===== config.mk =====
export PLATFORM = sky130hd
export DESIGN_NAME = gag_glyph_addr
export DESIGN_NICKNAME = d
export VERILOG_FILES = /design/src/gag_pkg.sv /design/src/gag_glyph_addr.sv
export SDC_FILE = /design/constraint.sdc
export NUM_CORES = 1
export LEC_CHECK = 0
export BUFFER_PORTS_ARGS = -buffer_cell sky130_fd_sc_hd__buf_2
export CAP_MARGIN = 20
export CORE_UTILIZATION = 35
export DETAILED_ROUTE_END_ITERATION = 16
export GPL_ROUTABILITY_DRIVEN = 0
export PLACE_DENSITY = 0.61
export SYNTH_ARGS = -nofsm -noshare
export SYNTH_HDL_FRONTEND = slang
export SYNTH_SLANG_ARGS = --single-unit

===== constraint.sdc =====
create_clock -name clk_sys_in -period 7.7 [get_ports clk_sys_in]
set_clock_uncertainty 0.2 [all_clocks]
set_input_delay 0.385 -clock clk_sys_in [delete_from_list [all_inputs] [get_ports clk_sys_in]]
set_output_delay 0.385 -clock clk_sys_in [all_outputs]
set_load 0.01 [all_outputs]

===== src/gag_pkg.sv =====
// constants for the glyph address generator: command codes, register
// offsets, config bit positions, code ranges and reset values.
// assumes a byte-wide host command port and a 16-bit display memory space.
//
// How it works
// - glyph RAM address is base plus code plus row
// - short cells: code at 10..3, row 2..0
// - tall cells: code at 11..4, row 3..0
// - config bit 2 picks 8x8 or 8x16 glyphs
// - codes 80h-9Fh, E0h-FFh come from glyph RAM
// - ROM has 160 5x7 glyphs, RAM 64
// - ROM glyph rows from seven up read blank
// - ROM in use lets base sit anywhere
// - ROM off: every code from RAM, base zero; the code still adds the loaded glyph base
// - eight lines single height, nine plus double
// - glyph rows load via 4Ch, 46h, 42h writes
package gag_pkg;
   // ------------------------------------------------------------------
   // widths
   // ------------------------------------------------------------------
   localparam int unsigned GAG_ADDR_W = 16;
   localparam int unsigned GAG_DATA_W = 8;
   localparam int unsigned GAG_ROW_W = 4;
   localparam int unsigned GAG_REG_W = 8;
   localparam int unsigned GAG_PIDX_W = 3;

   // ------------------------------------------------------------------
   // host command codes
   // ------------------------------------------------------------------
   localparam logic [7:0] GAG_CMD_SYSTEM_SET = 8'h40;
   localparam logic [7:0] GAG_CMD_SET_GLYPH_BASE = 8'h5C;
   localparam logic [7:0] GAG_CMD_CURSOR_STEP_RIGHT = 8'h4C;
   localparam logic [7:0] GAG_CMD_SET_CURSOR = 8'h46;
   localparam logic [7:0] GAG_CMD_MEMORY_WRITE = 8'h42;

   // ------------------------------------------------------------------
   // register offsets, fields and reset values
   // ------------------------------------------------------------------
   localparam logic [7:0] GAG_REG_SYSTEM_CONFIG = 8'h00;
   localparam logic [7:0] GAG_REG_GLYPH_BASE_LOW = 8'h19;
   localparam logic [7:0] GAG_REG_GLYPH_BASE_HIGH = 8'h1A;
   localparam int unsigned GAG_CFG_ROM_OFF_BIT = 0;
   localparam int unsigned GAG_CFG_TALL_CELL_BIT = 2;
   localparam logic [7:0] GAG_SYSTEM_CONFIG_RST = 8'h00;
   localparam logic [15:0] GAG_GLYPH_BASE_RST = 16'h0000;
   localparam logic [15:0] GAG_CURSOR_RST = 16'h0000;

   // ------------------------------------------------------------------
   // character code map and font geometry
   // ------------------------------------------------------------------
   localparam logic [7:0] GAG_RAM_RANGE0_LO = 8'h80;
   localparam logic [7:0] GAG_RAM_RANGE0_HI = 8'h9F;
   localparam logic [7:0] GAG_RAM_RANGE1_LO = 8'hE0;
   localparam logic [7:0] GAG_RAM_RANGE1_HI = 8'hFF;
   localparam int unsigned GAG_ROM_GLYPHS = 160;
   localparam int unsigned GAG_RAM_GLYPHS_MAX = 64;
   localparam logic [3:0] GAG_ROM_FONT_H = 4'h7;
   localparam int unsigned GAG_SHIFT_SHORT = 3;
   localparam int unsigned GAG_SHIFT_TALL = 4;

   // command decoder modes
   typedef enum logic [2:0]
   {
      GAG_MODE_IDLE,
      GAG_MODE_SYSTEM_SET,
      GAG_MODE_GLYPH_BASE,
      GAG_MODE_CURSOR,
      GAG_MODE_MEMORY_WRITE
   } gag_mode_t;
endpackage


===== src/gag_glyph_addr.sv =====
// glyph address generator: command port decode, glyph base and config
// registers, glyph row loading and scan-time glyph fetch address.
// assumes host strobes arrive asynchronously, scan requests on clk_sys_in.
`timescale 1ns/1ns
module gag_glyph_addr
#(
   parameter int unsigned ADDR_WIDTH = 16
)
(
   input wire logic clk_sys_in,
   input wire logic nrst_in,
   input wire logic ce_in,
   input wire logic host_wr_n_in,
   input wire logic host_a0_in,
   input wire logic [gag_pkg::GAG_DATA_W-1:0] host_data_in,
   input wire logic fetch_req_in,
   input wire logic [7:0] char_code_in,
   input wire logic [gag_pkg::GAG_ROW_W-1:0] row_select_in,
   input wire logic [gag_pkg::GAG_REG_W-1:0] reg_index_in,
   output logic [gag_pkg::GAG_REG_W-1:0] reg_data_out,
   output logic fetch_valid_out,
   output logic [ADDR_WIDTH-1:0] glyph_fetch_address_out,
   output logic fetch_from_ram_out,
   output logic fetch_blank_out,
   output logic mem_we_out,
   output logic [ADDR_WIDTH-1:0] mem_addr_out,
   output logic [gag_pkg::GAG_DATA_W-1:0] mem_wdata_out
);
   import gag_pkg::*;

   // ------------------------------------------------------------------
   // elaboration check
   // ------------------------------------------------------------------
   generate
      if (ADDR_WIDTH != GAG_ADDR_W)
      begin : g_bad_width
         $error("gag_glyph_addr: ADDR_WIDTH must be 16");
      end
   endgenerate

   // ------------------------------------------------------------------
   // decode helpers
   // ------------------------------------------------------------------
   // code served by glyph RAM: the two RAM ranges, or all when ROM is off
   function automatic logic code_is_ram(input logic [7:0] code, input logic rom_off);
      code_is_ram = rom_off
         || (code >= GAG_RAM_RANGE0_LO && code <= GAG_RAM_RANGE0_HI)
         || (code >= GAG_RAM_RANGE1_LO && code <= GAG_RAM_RANGE1_HI);
   endfunction

   // base + shifted code + row; sum wraps at 16 bits like the memory space
   function automatic logic [15:0] ram_addr(input logic [15:0] base,
      input logic [7:0] code, input logic [3:0] row, input logic tall);
      logic [15:0] code_w;
      code_w = {8'h00, code};
      if (tall)
         ram_addr = base + (code_w << GAG_SHIFT_TALL) + {12'h000, row};
      else
         ram_addr = base + (code_w << GAG_SHIFT_SHORT) + {13'h0000, row[2:0]};
   endfunction

   // ------------------------------------------------------------------
   // host pin synchronisers
   // ------------------------------------------------------------------
   logic wr_n_s1_q, wr_n_s2_q, wr_n_s3_q;
   logic a0_s1_q, a0_s2_q;
   logic [GAG_DATA_W-1:0] data_s1_q, data_s2_q;
   logic cmd_stb, prm_stb;

   // two flops on every pin; a third wr stage only feeds the edge detect
   always_ff @(posedge clk_sys_in)
   begin
      if (!nrst_in)
      begin
         wr_n_s1_q <= 1'b1;
         wr_n_s2_q <= 1'b1;
         wr_n_s3_q <= 1'b1;
         a0_s1_q <= 1'b0;
         a0_s2_q <= 1'b0;
         data_s1_q <= '0;
         data_s2_q <= '0;
      end
      else if (ce_in)
      begin
         wr_n_s1_q <= host_wr_n_in;
         wr_n_s2_q <= wr_n_s1_q;
         wr_n_s3_q <= wr_n_s2_q;
         a0_s1_q <= host_a0_in;
         a0_s2_q <= a0_s1_q;
         data_s1_q <= host_data_in;
         data_s2_q <= data_s1_q;
      end
   end

   // act on the trailing edge of the write strobe, when data has settled
   assign cmd_stb = ce_in && wr_n_s2_q && !wr_n_s3_q && a0_s2_q;
   assign prm_stb = ce_in && wr_n_s2_q && !wr_n_s3_q && !a0_s2_q;

   // ------------------------------------------------------------------
   // command decoder
   // ------------------------------------------------------------------
   gag_mode_t mode_q;
   logic [GAG_PIDX_W-1:0] pidx_q;
   logic step_right_q;

   // a command byte opens a mode; parameter bytes count within it
   always_ff @(posedge clk_sys_in)
   begin
      if (!nrst_in)
      begin
         mode_q <= GAG_MODE_IDLE;
         pidx_q <= '0;
      end
      else if (cmd_stb)
      begin
         pidx_q <= '0;
         unique case (data_s2_q)
            GAG_CMD_SYSTEM_SET: mode_q <= GAG_MODE_SYSTEM_SET;
            GAG_CMD_SET_GLYPH_BASE: mode_q <= GAG_MODE_GLYPH_BASE;
            GAG_CMD_SET_CURSOR: mode_q <= GAG_MODE_CURSOR;
            GAG_CMD_MEMORY_WRITE: mode_q <= GAG_MODE_MEMORY_WRITE;
            default: mode_q <= GAG_MODE_IDLE;
         endcase
      end
      else if (prm_stb && pidx_q != '1)
      begin
         pidx_q <= pidx_q + 1'b1;
      end
   end

   // cursor stepping direction; only rightward stepping is known here
   always_ff @(posedge clk_sys_in)
   begin
      if (!nrst_in)
         step_right_q <= 1'b1;
      else if (cmd_stb && data_s2_q == GAG_CMD_CURSOR_STEP_RIGHT)
         step_right_q <= 1'b1;
   end

   // ------------------------------------------------------------------
   // registers
   // ------------------------------------------------------------------
   logic [7:0] system_config_q;
   logic [15:0] glyph_base_address_q;

   // first system-set parameter is the configuration byte
   always_ff @(posedge clk_sys_in)
   begin
      if (!nrst_in)
         system_config_q <= GAG_SYSTEM_CONFIG_RST;
      else if (prm_stb && mode_q == GAG_MODE_SYSTEM_SET && pidx_q == '0)
         system_config_q <= data_s2_q;
   end

   // glyph base: low byte then high byte; any value is accepted
   always_ff @(posedge clk_sys_in)
   begin
      if (!nrst_in)
         glyph_base_address_q <= GAG_GLYPH_BASE_RST;
      else if (prm_stb && mode_q == GAG_MODE_GLYPH_BASE)
      begin
         if (pidx_q == 3'd0)
            glyph_base_address_q[7:0] <= data_s2_q;
         else if (pidx_q == 3'd1)
            glyph_base_address_q[15:8] <= data_s2_q;
      end
   end

   // register readback, registered one clock later; unknown index reads zero
   always_ff @(posedge clk_sys_in)
   begin
      if (!nrst_in)
         reg_data_out <= '0;
      else if (ce_in)
      begin
         unique case (reg_index_in)
            GAG_REG_SYSTEM_CONFIG: reg_data_out <= system_config_q;
            GAG_REG_GLYPH_BASE_LOW: reg_data_out <= glyph_base_address_q[7:0];
            GAG_REG_GLYPH_BASE_HIGH: reg_data_out <= glyph_base_address_q[15:8];
            default: reg_data_out <= '0;
         endcase
      end
   end

   // ------------------------------------------------------------------
   // cursor and glyph row loading
   // ------------------------------------------------------------------
   logic [15:0] cursor_q;

   // cursor set by two bytes, stepped after every memory write byte
   always_ff @(posedge clk_sys_in)
   begin
      if (!nrst_in)
         cursor_q <= GAG_CURSOR_RST;
      else if (prm_stb && mode_q == GAG_MODE_CURSOR && pidx_q == 3'd0)
         cursor_q[7:0] <= data_s2_q;
      else if (prm_stb && mode_q == GAG_MODE_CURSOR && pidx_q == 3'd1)
         cursor_q[15:8] <= data_s2_q;
      else if (prm_stb && mode_q == GAG_MODE_MEMORY_WRITE && step_right_q)
         cursor_q <= cursor_q + 16'h0001;
   end

   // each row byte goes out as a one-cycle display memory write
   always_ff @(posedge clk_sys_in)
   begin
      if (!nrst_in)
      begin
         mem_we_out <= 1'b0;
         mem_addr_out <= '0;
         mem_wdata_out <= '0;
      end
      else if (ce_in)
      begin
         mem_we_out <= prm_stb && mode_q == GAG_MODE_MEMORY_WRITE;
         if (prm_stb && mode_q == GAG_MODE_MEMORY_WRITE)
         begin
            mem_addr_out <= cursor_q;
            mem_wdata_out <= data_s2_q;
         end
      end
   end

   // ------------------------------------------------------------------
   // scan-time glyph fetch
   // ------------------------------------------------------------------
   logic rom_off, tall_cell, use_ram;
   assign rom_off = system_config_q[GAG_CFG_ROM_OFF_BIT];
   assign tall_cell = system_config_q[GAG_CFG_TALL_CELL_BIT];
   assign use_ram = code_is_ram(char_code_in, rom_off);

   // one fetch per request, answered on the next edge; ROM glyphs are
   // five wide by seven high, so rows from seven up come back blank
   always_ff @(posedge clk_sys_in)
   begin
      if (!nrst_in)
      begin
         fetch_valid_out <= 1'b0;
         glyph_fetch_address_out <= '0;
         fetch_from_ram_out <= 1'b0;
         fetch_blank_out <= 1'b0;
      end
      else if (ce_in)
      begin
         fetch_valid_out <= fetch_req_in;
         if (fetch_req_in)
         begin
            fetch_from_ram_out <= use_ram;
            if (use_ram)
            begin
               glyph_fetch_address_out <= ram_addr(glyph_base_address_q,
                  char_code_in, row_select_in, tall_cell);
               fetch_blank_out <= 1'b0;
            end
            else
            begin
               glyph_fetch_address_out <= {4'h0, char_code_in, row_select_in};
               fetch_blank_out <= row_select_in >= GAG_ROM_FONT_H;
            end
         end
      end
   end
endmodule // gag_glyph_addr


==> out/qor.yml <==
setup_tns_ns: 0
place_area_sq_um: 6670
post_synth.cell_area_avg_sq_um: 8.03
io-pin-count: 86
avgRoutedWirePerCell_um: 15.7
yosysSeqAreaShare_pct: 39.0
synth_area_leaders: "dfxtp_1, mux2i_1, nor2_1, nand2_1, a21oi_1"
clk_latency_ns: 0.42
p_switching_mw: 0.343
synth_top_family_by_area: "simple AND/OR/NAND/NOR gates"
die-width_um: 134
setup_viol: 0
antenna_found_initial: 0
coreArea_sq_um: 16800
yosys_register_bits: 119
swShare_pct: 22.6
cp.required_ns: 7.78
yosys.area.top_type_share_pct: 39.0
final_antenna_net_count: 0
post_cts_resized: 0
post-route-period-util_pct: 39.4
diodes: 0
dieArea_sq_um: 18000
cell_internal_pwr_mw: 1.17
ctsHoldBuffers: 6
rows: 47
hold_viol: 0
dp.final_hpwl_mm: 11.3
num_vias: 5592
critPathLaunchType: "input port"
clockBufferDepth: 2
grt_pass1_vias: 5029
fin_area_sq_um: 7310
clockRootBuffer: "clkbuf_16"
start_util_pct: 36.3
met2_usage_pct: 28.1
min_to: "data_s1_q[5]"
drc: 0
worst_pin_slew_ns: 0.992
grtUsageTotal_pct: 18.9
nets: 886
end_kind: "flop"
yosys_warnings: 0
synth_cells: 761
drive_above_1_share_pct: 15.3
slew_viol_final: 0
grt_max_degree: 59
worstReg2RegStart: "glyph_base_address_q[4]"
top_usage_layer: "met2"
synthAdderAreaFrac_pct: 5.44
synth-xor-area-share_pct: 2.72
grt_pass1_wl_mm: 26.6
min_path_type: "in2reg"
grt-ovfl-total: 0
hold_depth: 3
cp.arrival_ns: 3.12
grtUsageMet3_pct: 4.76
r2r_setup_slack_ns: 4.72
maxCapViolCount: 0
dr.pass1.iters: 6
p_per_area_nw_per_um2: 207
p_seq_share_pct: 42.0
power.leakage_nw: 3.09
grtUsageMet1_pct: 26.8
fmax_mhz: 329
timing.rr.end: "glyph_fetch_address_out[13]"
synth_edf_count: 0
ys_types: 56
period_minus_slack_ns: 3.04
synth_area_sq_um: 6110
vdd_ir_drop_max_v: 0.000168
synth_simple_gate_area_share_pct: 22.2
synth_compound_gate_area_share_pct: 19.5
muxShareOfSynthArea_pct: 7.37
async_flop_share_pct: 0
rsz0062_at_grt: "false"
ys_top_cells_by_count: "dfxtp_1, nor2_1, nand2_1"
min_from: "host_data_in[5]"
clk_pin_slew_worst_paths_ns: 0.05
crit_type: "in2reg"
crit_fanout: 26
worstRegToRegCells: 7
p_clk_share_pct: 52.4
synthesis.nets: 821
relSlewSlack_pct: 33.8
die_y_um: 134
worst_hold_slack_ns: 0.0149
portBuffers: 85
power_mw: 1.52
dp.cells: 1021
cts_buffers: 17
p_comb_share_pct: 5.6
cts_max_level: 4
yosys_most_used_dff: "dfxtp_1"
vias_per_cell: 5.29
syn_to_final_growth_pct: 19.5
drtIter0Drc: 518
cts_tree: "built"
synth_area_leader_cell: "dfxtp_1"
outcome: "complete, no violations"
cts.sink_count: 119
finalWirelength_mm: 16.6
finalNonFillerCells: 1058
cts_setup_buffers: 0
==> power groups by stage <==
stage          registers, mW  logic (mW)  clock network (mW)
2_1_floorplan          0.646      0.0545                   0
3_3_place_gp           0.650      0.0825                   0
3_5_place_dp           0.650      0.0831                   0
4_1_cts                0.637      0.0857               0.805
5_1_grt                0.638      0.0945               0.837
6_report               0.637      0.0852               0.793
==> layout make-up <==
cell class	count	area, sq um
inverter	11	42.5
clock buffer	22	454
multi-input combinational	581	3500
timing repair buffer	96	523
clock inverter	9	126
fill	1708	9510
tap	220	275
sequential	119	2380
==> routing by layer <==
metal  up-vias  routed length, um
met5         -                  0
met4         0                268
met3        20                915
met2       152               7350
met1      2565               8040
li1       2855                  -
==> cell families after synthesis <==
| logic type | count (synthesis) |
|---|---|
| compound gates | 187 |
| mux | 45 |
| simple gates | 304 |
| fa+ha+maj | 26 |
| flops | 119 |
| xor+xnor | 19 |
| buf+inv | 61 |
==> how the worst max path moves through the flow <==
stage | start | to | slack [ns] | cells past startpoint
floorplan | row_select_in[0] | glyph_fetch_address_out[14] | 4.96 | 10
global placement | ce_in | cursor_q[12] | 4.35 | 8
detailed placement | ce_in | cursor_q[8] | 4.32 | 8
CTS | glyph_base_address_q[4] | glyph_fetch_address_out[13] | 4.74 | 8
global route | ce_in | cursor_q[8] | 4.40 | 8
finish | ce_in | cursor_q[8] | 4.66 | 8
==> per-stage QoR <==
step                setup WS (ns)  util, %
detailed placement           4.32     39.6
floorplan                    4.96        -
finish                       4.66     43.5
global placement             4.35     39.6
CTS                          4.74     43.5
global route                 4.40     43.5
==> critical path, stage by stage <==
cell,delay [ns]
buf_2,0.56
nand3b_1,0.44
nor4_2,0.59
nand4_1,0.55
nand2_1,0.22
o21ai_0,0.10
a22oi_1,0.20
nor2_1,0.05
==> state kept, by name, indices dropped and copies added, names as in the netlist, 3 cells and up <==
signal and count:
cursor_q 16, data_s1_q 8, data_s2_q 8, glyph_base_address_q 16, glyph_fetch_address_out 16, mem_addr_out 16, mem_wdata_out 8, mode_q 3
pidx_q 3, reg_data_out 8, system_config_q 8
==> cell usage in the layout (no fill, tap or decap), types with 14 or more instances in the layout <==
cell type  Yosys  final
nor2_1       119    119
dfxtp_1      119    119
nand2_1      102    102
buf_2          2     85
a21oi_1       76     76
mux2i_1       45     45
o21ai_0       32     32
ha_1          25     25
nand3_1       17     17
clkbuf_16      0     17
nor3_1        15     14
Power figures use the tool's default switching activity.
